--- config.mk ---
export PLATFORM = sky130hd
export DESIGN_NAME = ecc_channel
export DESIGN_NICKNAME = d
export VERILOG_FILES = /design/src/ecc_tone_latch.v /design/src/ecc_path.v /design/src/ecc_channel.v
export VERILOG_INCLUDE_DIRS = /design/src
export SDC_FILE = /design/constraint.sdc
export NUM_CORES = 2
export LEC_CHECK = 0
export BUFFER_PORTS_ARGS = -buffer_cell sky130_fd_sc_hd__buf_2
export CAP_MARGIN = 10
export CORE_MARGIN = 3
export CORE_UTILIZATION = 50
export CTS_CLUSTER_SIZE = 30
export DETAILED_ROUTE_END_ITERATION = 12
export PLACE_DENSITY_LB_ADDON = 0.1
export RECOVER_POWER = 50
export REMOVE_ABC_BUFFERS = 1
export SYNTH_ARGS = -nofsm -noshare
export SYNTH_HDL_FRONTEND = slang
export SYNTH_SLANG_ARGS = --single-unit
--- constraint.sdc ---
create_clock -name MCLK -period 9.7 [get_ports MCLK]
set_input_delay 1.94 -clock MCLK [delete_from_list [all_inputs] [get_ports MCLK]]
set_output_delay 1.94 -clock MCLK [all_outputs]
set_load 0.01 [all_outputs]
--- src/ecc_defines.vh ---
`ifndef ECC_DEFINES_VH
`define ECC_DEFINES_VH
// register byte addresses
`define ECC_ADDR_CTRL_A 12'h000
`define ECC_ADDR_CTRL_B 12'h004
`define ECC_ADDR_GAIN_A 12'h008
`define ECC_ADDR_GAIN_B 12'h00C
`define ECC_ADDR_STAT 12'h010
`define ECC_ADDR_TONE 12'h014
// control register fields
`define ECC_CB_CASCADE 0
`define ECC_CB_DUAL 1
`define ECC_CB_PAD12 2
`define ECC_CB_BYPASS 3
`define ECC_CB_FREEZE 4
`define ECC_CB_RXSIL 5
`define ECC_CB_TXSIL 6
`define ECC_CB_PHIGN 7
`define ECC_CB_AUTO 8
`define ECC_CB_NBOFF 9
`define ECC_CB_DCOFF 10
`define ECC_CB_RING 11
`define ECC_CB_CODE 12
`define ECC_CTRL_W 14
`define ECC_CTRL_RST 14'h0000
`define ECC_GAIN_RST 12'h000
// coding select
`define ECC_CODE_LIN 2'h0
`define ECC_CODE_SM 2'h1
`define ECC_CODE_MU 2'h2
`define ECC_CODE_A 2'h3
`define ECC_QUIET_LIN 16'h0000
`define ECC_QUIET_SM 16'h0080
`define ECC_QUIET_MU 16'h00FF
`define ECC_QUIET_A 16'h00D5
// timing
`define ECC_CLK_HZ 10000000
`define ECC_FRAME_HZ 8000
`define ECC_RELEASE_MS 400
`define ECC_FRAME_CYC (`ECC_CLK_HZ / `ECC_FRAME_HZ)
`define ECC_RELEASE_FRAMES (`ECC_RELEASE_MS * `ECC_FRAME_HZ / 1000)
// functional states, one-hot
`define ECC_ST_ADAPT 4'h1
`define ECC_ST_FROZEN 4'h2
`define ECC_ST_BYPASS 4'h4
`define ECC_ST_MUTE 4'h8
`endif

--- src/ecc_tone_latch.v ---
`timescale 1ns/1ns
`default_nettype none
`include "ecc_defines.vh"
module ecc_tone_latch #(
  parameter RELEASE_FRAMES = `ECC_RELEASE_FRAMES
) (
  // clock and reset
  input wire clk,
  input wire rst_n,
  input wire frame_tick,
  // detector evidence
  input wire tone_rx,
  input wire tone_tx,
  input wire quiet_rx,
  input wire quiet_tx,
  // status
  output reg flag,
  output reg set_pulse,
  output reg release_pulse
);
  reg [15:0] quiet_cnt;
  wire both_quiet = quiet_rx && quiet_tx;
  always @(posedge clk or negedge rst_n) begin
    if (!rst_n) begin
      flag <= 1'b0;
      quiet_cnt <= 16'h0000;
      set_pulse <= 1'b0;
      release_pulse <= 1'b0;
    end else begin
      set_pulse <= 1'b0;
      release_pulse <= 1'b0;
      if (!flag) begin
        quiet_cnt <= 16'h0000;
        if (tone_rx || tone_tx) begin
          flag <= 1'b1;
          set_pulse <= 1'b1;
        end
      end else if (!both_quiet) begin
        quiet_cnt <= 16'h0000;
      end else if (frame_tick) begin
        // count frame ticks while both stay quiet; release on the RELEASE_FRAMES-th tick
        if (quiet_cnt == RELEASE_FRAMES[15:0] - 16'h0001) begin
          flag <= 1'b0;
          release_pulse <= 1'b1;
          quiet_cnt <= 16'h0000;
        end else begin
          quiet_cnt <= quiet_cnt + 16'h0001;
        end
      end
    end
  end
endmodule // ecc_tone_latch
`default_nettype wire

--- src/ecc_path.v ---
`timescale 1ns/1ns
`default_nettype none
`include "ecc_defines.vh"
module ecc_path (
  // clock and reset
  input wire clk,
  input wire rst_n,
  // controls
  input wire [3:0] state,
  input wire [11:0] gains,
  input wire pad12,
  input wire rx_quiet_en,
  input wire tx_quiet_en,
  input wire [15:0] quiet,
  // samples
  input wire sample_en,
  input wire [15:0] rx_in,
  input wire [15:0] tx_in,
  output reg [15:0] rx_out,
  output reg [15:0] tx_out,
  output reg [15:0] rx_filt
);
  // gain code 0..7: +9 dB down to -12 dB in 3 dB steps, as shift of a 2^(1/2) scale
  function [15:0] scale;
    input [15:0] s;
    input [2:0] g;
    reg signed [15:0] v;
    reg signed [19:0] w;
    begin
      v = s;
      w = {{4{v[15]}}, v};
      case (g)
        3'h0: w = (w <<< 1) + (w >>> 1) + (w >>> 3);
        3'h1: w = (w <<< 1);
        3'h2: w = w + (w >>> 2) + (w >>> 3);
        3'h3: w = w;
        3'h4: w = (w >>> 1) + (w >>> 2);
        3'h5: w = (w >>> 1);
        3'h6: w = (w >>> 2) + (w >>> 3);
        default: w = (w >>> 2);
      endcase
      if (w > 20'sh07FFF) scale = 16'h7FFF;
      else if (w < -20'sh08000) scale = 16'h8000;
      else scale = w[15:0];
    end
  endfunction
  wire bypass = state == `ECC_ST_BYPASS;
  wire [15:0] rx_gain = pad12 ? scale(rx_in, 3'h7) : scale(rx_in, gains[2:0]);
  wire [15:0] rx_src = rx_quiet_en ? quiet : rx_gain;
  always @(posedge clk or negedge rst_n) begin
    if (!rst_n) begin
      rx_out <= 16'h0000;
      tx_out <= 16'h0000;
      rx_filt <= 16'h0000;
    end else if (sample_en) begin
      if (bypass) begin
        rx_out <= rx_in;
        tx_out <= tx_in;
        rx_filt <= 16'h0000;
      end else begin
        rx_filt <= rx_src;
        rx_out <= rx_quiet_en ? quiet : scale(rx_src, gains[5:3]);
        tx_out <= tx_quiet_en ? quiet : scale(scale(tx_in, gains[8:6]), gains[11:9]);
      end
    end
  end
endmodule // ecc_path
`default_nettype wire

--- src/ecc_channel.v ---
// Behaviour
// - tone seen on receive or send sets the tone flag and asserts interrupt low
// - tone flag stays set after the tone goes away
// - flag clears only after both inputs stay quiet for 400 ms
// - each flag release asserts the interrupt
// - phase-reversal-ignore selects criteria without phase reversal
// - automatic tone bypass lets detectors switch adaptation and bypass
// - ring suppress bit enables the instability detector
// - narrowband tones halt adaptation in the adaptation state unless disabled
// - dc null off bit bypasses offset filters on both inputs
// - four paths scale independently from +9 dB to -12 dB
// - legacy pad gives 12 dB receive loss in place of the receive input gain setting
// - dual direction bit in both cancellers gives back-to-back pairing
// - back-to-back uses one timeslot and zero code in b slot
// - cascade bit in a joins the pair; host keeps b bit 0 zero
// - cascaded tail sends quiet code in b slot
// - silence bits put quiet code on receive paths and send output unless bypass is active
// - quiet code follows the selected coding
// - back-to-back uses a silence bits on outputs; host keeps b bits zero
// - bypass passes codes unchanged and zeroes coefficients
// - frozen state holds coefficients while still cancelling
// - adaptation state updates coefficients continuously
//
// The register addresses and the APB register port were left to the implementer.
`timescale 1ns/1ns
`default_nettype none
`include "ecc_defines.vh"
module ecc_channel #(
  parameter RELEASE_FRAMES = `ECC_RELEASE_FRAMES,
  parameter FRAME_CYC = `ECC_FRAME_CYC
) (
  // clock and reset
  input wire MCLK,
  input wire RESETN,
  // apb slave
  input wire PSEL,
  input wire PENABLE,
  input wire PWRITE,
  input wire [11:0] PADDR,
  input wire [31:0] PWDATA,
  input wire [3:0] PSTRB,
  output wire PREADY,
  output reg [31:0] PRDATA,
  output wire PSLVERR,
  // tone detector evidence, per canceller, a in bit 0
  input wire [1:0] TONE_REV_RX,
  input wire [1:0] TONE_REV_TX,
  input wire [1:0] TONE_PLAIN_RX,
  input wire [1:0] TONE_PLAIN_TX,
  input wire [1:0] QUIET_RX,
  input wire [1:0] QUIET_TX,
  input wire [1:0] NARROWBAND_SEEN,
  // samples, canceller a then b
  input wire SAMPLE_EN,
  input wire [31:0] RX_IN,
  input wire [31:0] TX_IN,
  output wire [31:0] RX_OUT,
  output wire [31:0] TX_OUT,
  output wire [31:0] RX_FILT,
  // filter engine controls
  output reg [1:0] COEFF_ADAPT,
  output reg [1:0] COEFF_CLEAR,
  output reg [1:0] RING_SUPPRESS_ON,
  output reg [1:0] DC_NULL_ON,
  output reg [1:0] CASCADE_ON,
  output reg [1:0] DUAL_ON,
  // interrupt
  output wire IRQ_N
);
  reg [`ECC_CTRL_W-1:0] ctrl [0:1];
  reg [11:0] gain [0:1];
  reg [1:0] tone_ev;
  reg [15:0] frame_cnt;
  reg frame_tick;
  wire [1:0] flag;
  wire [1:0] set_p;
  wire [1:0] rel_p;
  wire [3:0] st [0:1];
  wire [15:0] quiet [0:1];
  wire dual = ctrl[0][`ECC_CB_DUAL] && ctrl[1][`ECC_CB_DUAL];
  wire cascade = ctrl[0][`ECC_CB_CASCADE];
  wire wr = PSEL && PENABLE && PWRITE;
  // no wait states: every access completes in its first access cycle
  assign PREADY = 1'b1;
  assign PSLVERR = 1'b0;

  function [15:0] quiet_for;
    input [1:0] code;
    begin
      case (code)
        `ECC_CODE_LIN: quiet_for = `ECC_QUIET_LIN;
        `ECC_CODE_SM: quiet_for = `ECC_QUIET_SM;
        `ECC_CODE_MU: quiet_for = `ECC_QUIET_MU;
        default: quiet_for = `ECC_QUIET_A;
      endcase
    end
  endfunction

  function [3:0] decode_state;
    input [`ECC_CTRL_W-1:0] c;
    input tone;
    begin
      if (c[`ECC_CB_BYPASS] || (tone && c[`ECC_CB_AUTO])) decode_state = `ECC_ST_BYPASS;
      else if (c[`ECC_CB_RXSIL] || c[`ECC_CB_TXSIL]) decode_state = `ECC_ST_MUTE;
      else if (c[`ECC_CB_FREEZE]) decode_state = `ECC_ST_FROZEN;
      else decode_state = `ECC_ST_ADAPT;
    end
  endfunction

  always @(posedge MCLK or negedge RESETN) begin
    if (!RESETN) begin
      frame_cnt <= 16'h0000;
      frame_tick <= 1'b0;
    end else begin
      frame_tick <= 1'b0;
      if (frame_cnt == FRAME_CYC[15:0] - 16'h0001) begin
        frame_cnt <= 16'h0000;
        frame_tick <= 1'b1;
      end else begin
        frame_cnt <= frame_cnt + 16'h0001;
      end
    end
  end

  genvar i;
  generate
    for (i = 0; i < 2; i = i + 1) begin : g_can
      wire ign = ctrl[i][`ECC_CB_PHIGN];
      // ignore mode accepts either criteria, otherwise reversal is required
      wire t_rx = TONE_REV_RX[i] || (ign && TONE_PLAIN_RX[i]);
      wire t_tx = TONE_REV_TX[i] || (ign && TONE_PLAIN_TX[i]);
      ecc_tone_latch #(.RELEASE_FRAMES(RELEASE_FRAMES)) u_latch (
        .clk(MCLK),
        .rst_n(RESETN),
        .frame_tick(frame_tick),
        .tone_rx(t_rx),
        .tone_tx(t_tx),
        .quiet_rx(QUIET_RX[i]),
        .quiet_tx(QUIET_TX[i]),
        .flag(flag[i]),
        .set_pulse(set_p[i]),
        .release_pulse(rel_p[i])
      );
      assign st[i] = decode_state(ctrl[i], flag[i]);
      assign quiet[i] = quiet_for(ctrl[i][`ECC_CB_CODE+1:`ECC_CB_CODE]);
      // b slot in paired modes carries zero or quiet code; a silence bits steer outputs
      wire paired = dual || cascade;
      wire [3:0] st_eff = (i == 1 && paired) ? `ECC_ST_ADAPT : st[i];
      wire rxq = (i == 1 && paired) ? 1'b1 : ctrl[i][`ECC_CB_RXSIL];
      wire txq = (i == 1 && paired) ? 1'b1 : ctrl[i][`ECC_CB_TXSIL];
      wire [15:0] q = (i == 1 && dual) ? 16'h0000 : quiet[i];
      ecc_path u_path (
        .clk(MCLK),
        .rst_n(RESETN),
        .state(st_eff),
        .gains(gain[i]),
        .pad12(ctrl[i][`ECC_CB_PAD12]),
        .rx_quiet_en(rxq),
        .tx_quiet_en(txq),
        .quiet(q),
        .sample_en(SAMPLE_EN),
        .rx_in(RX_IN[16*i+15:16*i]),
        .tx_in(TX_IN[16*i+15:16*i]),
        .rx_out(RX_OUT[16*i+15:16*i]),
        .tx_out(TX_OUT[16*i+15:16*i]),
        .rx_filt(RX_FILT[16*i+15:16*i])
      );
      always @(posedge MCLK or negedge RESETN) begin
        if (!RESETN) begin
          COEFF_ADAPT[i] <= 1'b0;
          COEFF_CLEAR[i] <= 1'b0;
          RING_SUPPRESS_ON[i] <= 1'b0;
          DC_NULL_ON[i] <= 1'b0;
        end else begin
          // narrowband hold acts only in the adapt state; frozen keeps taps but cancels
          COEFF_ADAPT[i] <= (st[i] == `ECC_ST_ADAPT) &&
            !(NARROWBAND_SEEN[i] && !ctrl[i][`ECC_CB_NBOFF]);
          COEFF_CLEAR[i] <= st[i] == `ECC_ST_BYPASS;
          RING_SUPPRESS_ON[i] <= ctrl[i][`ECC_CB_RING];
          DC_NULL_ON[i] <= !ctrl[i][`ECC_CB_DCOFF];
        end
      end
      always @(posedge MCLK or negedge RESETN) begin
        if (!RESETN) begin
          ctrl[i] <= `ECC_CTRL_RST;
          gain[i] <= `ECC_GAIN_RST;
        end else if (wr) begin
          if (PADDR == (i == 0 ? `ECC_ADDR_CTRL_A : `ECC_ADDR_CTRL_B)) begin
            if (PSTRB[0]) ctrl[i][7:0] <= PWDATA[7:0];
            if (PSTRB[1]) ctrl[i][`ECC_CTRL_W-1:8] <= PWDATA[`ECC_CTRL_W-1:8];
          end
          if (PADDR == (i == 0 ? `ECC_ADDR_GAIN_A : `ECC_ADDR_GAIN_B)) begin
            if (PSTRB[0]) gain[i][7:0] <= PWDATA[7:0];
            if (PSTRB[1]) gain[i][11:8] <= PWDATA[11:8];
          end
        end
      end
    end
  endgenerate

  // sticky tone events; a new event in the clearing cycle wins
  always @(posedge MCLK or negedge RESETN) begin
    if (!RESETN) begin
      tone_ev <= 2'b00;
      CASCADE_ON <= 2'b00;
      DUAL_ON <= 2'b00;
    end else begin
      if (wr && PADDR == `ECC_ADDR_TONE && PSTRB[0])
        tone_ev <= (tone_ev & ~PWDATA[1:0]) | set_p | rel_p;
      else
        tone_ev <= tone_ev | set_p | rel_p;
      CASCADE_ON <= {1'b0, cascade};
      DUAL_ON <= {dual, dual};
    end
  end
  assign IRQ_N = ~|tone_ev;

  always @(posedge MCLK or negedge RESETN) begin
    if (!RESETN) begin
      PRDATA <= 32'h00000000;
    end else if (PSEL && !PENABLE && !PWRITE) begin
      case (PADDR)
        `ECC_ADDR_CTRL_A: PRDATA <= {18'h0, ctrl[0]};
        `ECC_ADDR_CTRL_B: PRDATA <= {18'h0, ctrl[1]};
        `ECC_ADDR_GAIN_A: PRDATA <= {20'h0, gain[0]};
        `ECC_ADDR_GAIN_B: PRDATA <= {20'h0, gain[1]};
        `ECC_ADDR_STAT: PRDATA <= {20'h0, st[1], st[0], 2'h0, flag};
        `ECC_ADDR_TONE: PRDATA <= {30'h0, tone_ev};
        default: PRDATA <= 32'h00000000;
      endcase
    end
  end
endmodule // ecc_channel
`default_nettype wire

# Word level (Yosys, flattened, before mapping)
# Cells that the tools add are included.
# op_classes
add_sub_neg	51
magnitude_cmp	20
eq_ne	67
mux	102
bitwise	6
reduce_logical	59
# ops
cell	n
20-bit case mux with 7 select lines	8
16-bit 2-to-1 mux	47
20-bit 2-to-1 mux	12
20-bit by 16-bit > comparator with 1-bit output, second input constant	8
20-bit by 16-bit < comparator with 1-bit output, second input constant	8
18-bit by 13-bit adder with 19-bit output	8
17-bit by 13-bit adder with 18-bit output	8
17-bit by 15-bit adder with 18-bit output	8
16-bit by 14-bit adder with 17-bit output	8
15-bit by 14-bit adder with 16-bit output	8
14-bit by 13-bit adder with 15-bit output	8
14-bit case mux with 6 select lines	1
3-bit == test, second input constant	24
16-bit by 1-bit adder with 16-bit output, second input constant	3
3-bit by 2-bit == test with 1-bit output, second input constant	16
8-bit case mux with 3 select lines	2
16-bit by 12-bit == test with 1-bit output, second input constant	2
14-bit by 16-bit > comparator with 1-bit output, second input constant	2
14-bit by 16-bit < comparator with 1-bit output, second input constant	2
12-bit by 4-bit == test with 1-bit output, second input constant	2
12-bit by 5-bit == test with 1-bit output, second input constant	2
3-bit by 1-bit == test with 1-bit output, second input constant	8
3-bit zero test	8
3-bit AND reduction	8
other kinds (20)	94
# word_totals
reg_bits	247
in_bits	132
output_inout_bits	143
word_cells	341

# Longest topological paths before layout
# logic_depth
depth_word	22
ltp_mapped	35

# Cells and area by module
# A second synthesis with hierarchy kept.
# hier_totals
hier_cells	5997
area_unflattened_um2	45673.8
# modules_own_cells
mod	instances	cells_each	area_per_inst_um2	seq_area_each_um2
ecc_path (g_can[1].u_path)	1	2684	19444.9	1201.2
ecc_path (g_can[0].u_path)	1	2677	19303.5	1201.2
ecc_channel	1	415	4780.8	2377.3
ecc_tone_latch (g_can[1].u_latch)	1	112	1078.5	475.5
ecc_tone_latch (g_can[0].u_latch)	1	109	1066.0	475.5

# Least setup slack after synthesis
# No wires, ideal clock.
# synth_timing
kind	input to register
from	in RX_IN[16]
to	reg g_can[1].u_path.rx_out[2]
setup_ns	0.126
arrival_time_ns	9.313
slack_ns	0.261
cell_stages	29
path_cell_list	fa_1 ha_1 fa_1 a211oi_1 o21ai_0 a41oi_1 o21ai_0 and3_1 nor3_1 a32o_1 o21ai_1 a31oi_1 inv_1 fa_1 ha_1 inv_1 fa_1 nor2b_1 o31a_1 o2111ai_1 a21oi_1 nor3_1 o31ai_1 xnor2_1 a2111oi_4 a211oi_4 o21ai_1 a21oi_1 a311o_1
# synth_via
elab_chain_cells	18
elab_cells_between_ends	26
# synth_lines
item	line	text
start, declared	ecc_channel.v:55	input wire [31:0] RX_IN,
17-bit by 15-bit adder with 18-bit output / 16-bit by 14-bit adder with 17-bit output (equally long branches)	ecc_path.v:33, ecc_path.v:35	
18-bit by 13-bit adder with 19-bit output / 17-bit by 13-bit adder with 18-bit output (equally long branches)	ecc_path.v:33, ecc_path.v:35	
20-bit case mux with 7 select lines (*)	ecc_path.v:32	case (g)
20-bit by 16-bit < comparator with 1-bit output	ecc_path.v:43	else if (w < -20'sh08000) scale = 16'h8000;
16-bit 2-to-1 mux	ecc_path.v:43	
16-bit 2-to-1 mux (*)	ecc_path.v:42	if (w > 20'sh07FFF) scale = 16'h7FFF;
16-bit 2-to-1 mux (*)	ecc_path.v:48	wire [15:0] rx_gain = pad12 ? scale(rx_in, 3'h7) : scale(rx_in, gains[2:0]);
16-bit 2-to-1 mux (*)	ecc_path.v:49	wire [15:0] rx_src = rx_quiet_en ? quiet : rx_gain;
[... 2 more ...]	--	
20-bit case mux with 7 select lines (*)	ecc_path.v:32	
20-bit 2-to-1 mux (*)	ecc_path.v:56	if (bypass) begin
20-bit 2-to-1 mux (*)	ecc_path.v:55	end else if (sample_en) begin
20-bit by 16-bit < comparator with 1-bit output	ecc_path.v:43	
16-bit 2-to-1 mux	ecc_path.v:43	
16-bit 2-to-1 mux (*)	ecc_path.v:42	
16-bit 2-to-1 mux (*)	ecc_path.v:62	rx_out <= rx_quiet_en ? quiet : scale(rx_src, gains[5:3]);
16-bit 2-to-1 mux (*)	ecc_path.v:56	
end signal, assigned	ecc_path.v:57	rx_out <= rx_in;
end signal, assigned	ecc_path.v:62	
end, declared	ecc_path.v:19	output reg [15:0] rx_out,
# Every way passes the cells marked *; elsewhere a longest branch is shown, timed or not. The select of a mux whose other input is x is not followed.
# A chain may end at the register's enable or synchronous reset.

# Worst setup path in the final report
# layout_timing
from	in RX_IN[20]
to	reg g_can[1].u_path.rx_out[2]
# layout_via
elab_chain_cells	18
elab_cells_between_ends	32
# layout_lines
item	line
17-bit by 15-bit adder with 18-bit output / 16-bit by 14-bit adder with 17-bit output (equally long branches)	ecc_path.v:33, ecc_path.v:35
18-bit by 13-bit adder with 19-bit output / 17-bit by 13-bit adder with 18-bit output (equally long branches)	ecc_path.v:33, ecc_path.v:35
20-bit case mux with 7 select lines	ecc_path.v:32
20-bit by 16-bit < comparator with 1-bit output	ecc_path.v:43
16-bit 2-to-1 mux	ecc_path.v:43
16-bit 2-to-1 mux	ecc_path.v:42
16-bit 2-to-1 mux (*)	ecc_path.v:48
16-bit 2-to-1 mux (*)	ecc_path.v:49
[... 2 more ...]	--
20-bit case mux with 7 select lines (*)	ecc_path.v:32
20-bit 2-to-1 mux (*)	ecc_path.v:56
20-bit 2-to-1 mux (*)	ecc_path.v:55
20-bit by 16-bit < comparator with 1-bit output	ecc_path.v:43
16-bit 2-to-1 mux	ecc_path.v:43
16-bit 2-to-1 mux (*)	ecc_path.v:42
16-bit 2-to-1 mux (*)	ecc_path.v:62
16-bit 2-to-1 mux (*)	ecc_path.v:56
# Marks and branches as above.

==> results.json <==
{
  "ioPinCount": 275,
  "p_sw_mw": 2.82,
  "numCtsBuffers": 30,
  "vias": 48108,
  "use_met2": 0.561,
  "crit_fanout": 13,
  "total_power_mw": 6.33,
  "grt_pass1_wl_um": 262000,
  "worstPathRequired_ns": 10.22,
  "critPathCaptureType": "register",
  "met3_usage": 0.0544,
  "violations": "capacitance limit, slew limit",
  "max-slew-margin-rel": -2.73,
  "tightest_slew_ns": 5.60,
  "dp_hpwl_um": 137000,
  "grt_overflow": 0,
  "final_cells": 7553,
  "drive_gt1_frac": 0.163,
  "area_growth_pct": 16.4,
  "synth-adder-area-share": 0.202,
  "maxCapViolCount": 1,
  "slowest_stage": "fa_1",
  "core_area_mm2": 0.0872,
  "status": "finished with violations",
  "h-tree-depth": 1,
  "p_clk_frac": 0.204,
  "drv_slew": 85,
  "clkLatencyLatePin_ns": 0.65,
  "die_h_um": 303,
  "seqPwrFrac": 0.162,
  "internal_power_mw": 3.52,
  "grt_busiest_layer": "met2",
  "finalCritPeriodShare": 0.967,
  "first_pass_iters": 7,
  "p_leak_nw": 23.4,
  "seq_area_frac_synth": 0.130,
  "postSynthCellCount": 5819,
  "place_congestion": 1.01,
  "antenna_found_initial": 6,
  "fin_tns_setup_ns": 0,
  "grt_use_total": 0.359,
  "max_freq_mhz": 107,
  "routed_via_density": 6.37,
  "syn_area_mm2": 0.0441,
  "swShare": 0.445,
  "hold_path_class": "reg -> reg",
  "fin_crit_ns": 9.38,
  "finalHoldViolCount": 0,
  "ys_ff_latch": 229,
  "dieArea_mm2": 0.0919,
  "nets": 7074,
  "rows": 108,
  "met1_usage": 0.513,
  "synthXorXnorAreaFrac": 0.0719,
  "synthMuxAreaShare": 0.0326,
  "pwr-share-comb": 0.634,
  "placedCellCount": 7493,
  "clockBufferDepth": 3,
  "min_from": "g_can[1].u_latch.set_pulse",
  "drt-total-wl_um": 171000,
  "grt_pass1_vias": 45025,
  "critPathLaunchType": "input pin",
  "cts_tree": "done",
  "async_reset_ff_frac": 1.00,
  "cts-root-buf": "clkbuf_16",
  "drt_iter0_markers": 5102,
  "synth_area_per_cell_um2": 7.58,
  "grt_start_max_net_pins": 147,
  "powerDensity_mw_per_mm2": 123,
  "start_util": 0.506,
  "worst_hold_slack_ns": 0.438,
  "cp_common_cell": "inv_1",
  "synthFlopType": "dfrtp_1",
  "postRouteAntennaNets": 0,
  "synth_edf_count": 0,
  "cts.sinks": 229,
  "synthSimpleGateAreaFrac": 0.175,
  "wl_per_cell_um": 22.6,
  "yosys_warnings": 0,
  "path_class": "in -> reg",
  "die_w_um": 303,
  "peakVddDrop_mv": 0.126,
  "reg2reg_from": "gain[20]",
  "finClkSkew_ns": 0.0531,
  "synth_top_family_by_area": "compound AO/OA/AOI/OAI gates",
  "path_clk_slew_ns": 0.06,
  "slowest_delay_ns": 0.50,
  "drcViolationCount": 0,
  "port_buffers": 233,
  "postCtsHoldBufs": 0,
  "finalSetupViolCount": 0,
  "critPathLaunch": "RX_IN[20]",
  "synth-compound-area-share": 0.324,
  "worstPathArrival_ns": 9.90,
  "synth.distinct_cells": 117
}
## sequential cells by signal, indices dropped and copies added, names as in the netlist, 14 cells and up
register and cells:
g_can.u_latch.quiet_cnt 32, g_can.u_path.rx_filt 32, ctrl 27, gain 24
g_can.u_path.tx_out 32, frame_cnt 16, g_can.u_path.rx_out 32, PRDATA 14
## per-stage QoR
step                      instance area [um2]  utilization  setup WS, ns
final                                   51400        0.589         0.320
after global routing                    51400        0.589       -0.0156
after floorplan                         42800            -         0.152
after CTS                               51300        0.589         0.247
after global placement                  50200        0.576        -0.277
after detailed placement                50200        0.576        -0.403
## repair_timing
action                                  in CTS  in global routing
resized for setup                            0                 20
setup buffers                                0                  1
endpoints found under the setup margin       0                 34
hold endpoints to repair                     0                  0
## path summary, 6_finish.rpt
check                                                    to  slack, ns  cells after the start
worst max-delay path              g_can[1].u_path.rx_out[2]       0.32                     36
worst min-delay path                             tone_ev[1]       0.44                      1
worst max register to register   g_can[0].u_path.tx_out[12]       2.09                     24
worst min register to register                   tone_ev[1]       0.44                      1
max in group asynchronous        g_can[0].u_path.tx_out[11]       3.19                      1
min in group asynchronous       g_can[1].u_path.rx_filt[15]       3.39                      1
## power groups by stage
| stage | Clock [mW] | Combinational (mW) | Sequential [mW] |
|---|---|---|---|
| after global placement | 0 | 3.88 | 1.04 |
| after global routing | 1.35 | 4.41 | 1.03 |
| after CTS | 1.32 | 3.95 | 1.03 |
| after floorplan | 0 | 2.54 | 1.05 |
| final | 1.29 | 4.02 | 1.03 |
| after detailed placement | 0 | 3.92 | 1.04 |
## placed cells by master (no fill, tap or decap), drive strengths merged, types with 38 or more instances in the layout
master,n
mux2i,74
a221oi,46
o221ai,53
fa,231
ha,340
o21a,71
xor2,143
a21o,139
nand4,56
a22oi,44
inv,400
o211ai,82
and3,65
o22ai,75
nand2,519
nor2,471
nand2b,38
o21ai,516
nor3,124
o2bb2ai,40
o21bai,44
buf,827
nor2b,52
mux2,46
dfrtp,229
a21oi,476
a211oi,86
xnor2,217
a31oi,90
and2,41
nand3,139
or3,46
## worst max-delay path: cells and delay by family
kind / cells / cell delay (ns)
adders and majority gates: 5 / 1.88
and+or+nand+nor: 4 / 1.04
xor gates and xnor gates: 1 / 0.15
AOI/OAI and AO/OA: 14 / 3.18
buffers and inverters: 12 / 1.68
## kinds of logic after synthesis
group,Yosys count
AND/OR/NAND/NOR,1657
adder cells (fa/ha/maj),574
XOR/XNOR,360
buffers and inverters,730
multiplexers,128
flip-flops,229
AO/OA/AOI/OAI,2139
other,2
## area by class of cell
class,count,area (um2)
diodes,3,7.51
clock buffers,32,778
clock inverters,24,362
fillers,8347,35800
inverters,399,1500
multi-input cells,4879,35700
flip-flops and latches,229,5730
well taps,1155,1450
repair buffers,832,5840
## cells in the mapped netlist (46+ instances only)
library cell | number | area, um2
o22ai_1 | 74 | 463
mux2i_1 | 74 | 741
a31oi_1 | 90 | 563
a21o_1 | 139 | 1040
nor3_1 | 124 | 621
nand2_1 | 518 | 1940
a21oi_1 | 474 | 2370
nand4_1 | 56 | 350
xnor2_1 | 216 | 1890
nand3_1 | 139 | 696
xor2_1 | 143 | 1250
clkbuf_1 | 261 | 980
and3_1 | 64 | 400
a211oi_1 | 84 | 631
o221ai_1 | 53 | 464
fa_1 | 231 | 4620
mux2_2 | 46 | 518
o21a_1 | 71 | 533
nor2b_1 | 52 | 325
ha_1 | 340 | 4250
o21ai_0 | 495 | 2480
dfrtp_1 | 229 | 5730
o211ai_1 | 81 | 608
nor2_1 | 470 | 1760
inv_1 | 390 | 1460
## per-layer routing
layer	vias to the layer above	share of wire
met2	2013	0.44
met4	6	0.031
met1	23240	0.44
li1	22565	-
met5	-	0.00021
met3	284	0.086
Note: power is estimated with default switching activity, not from simulation.
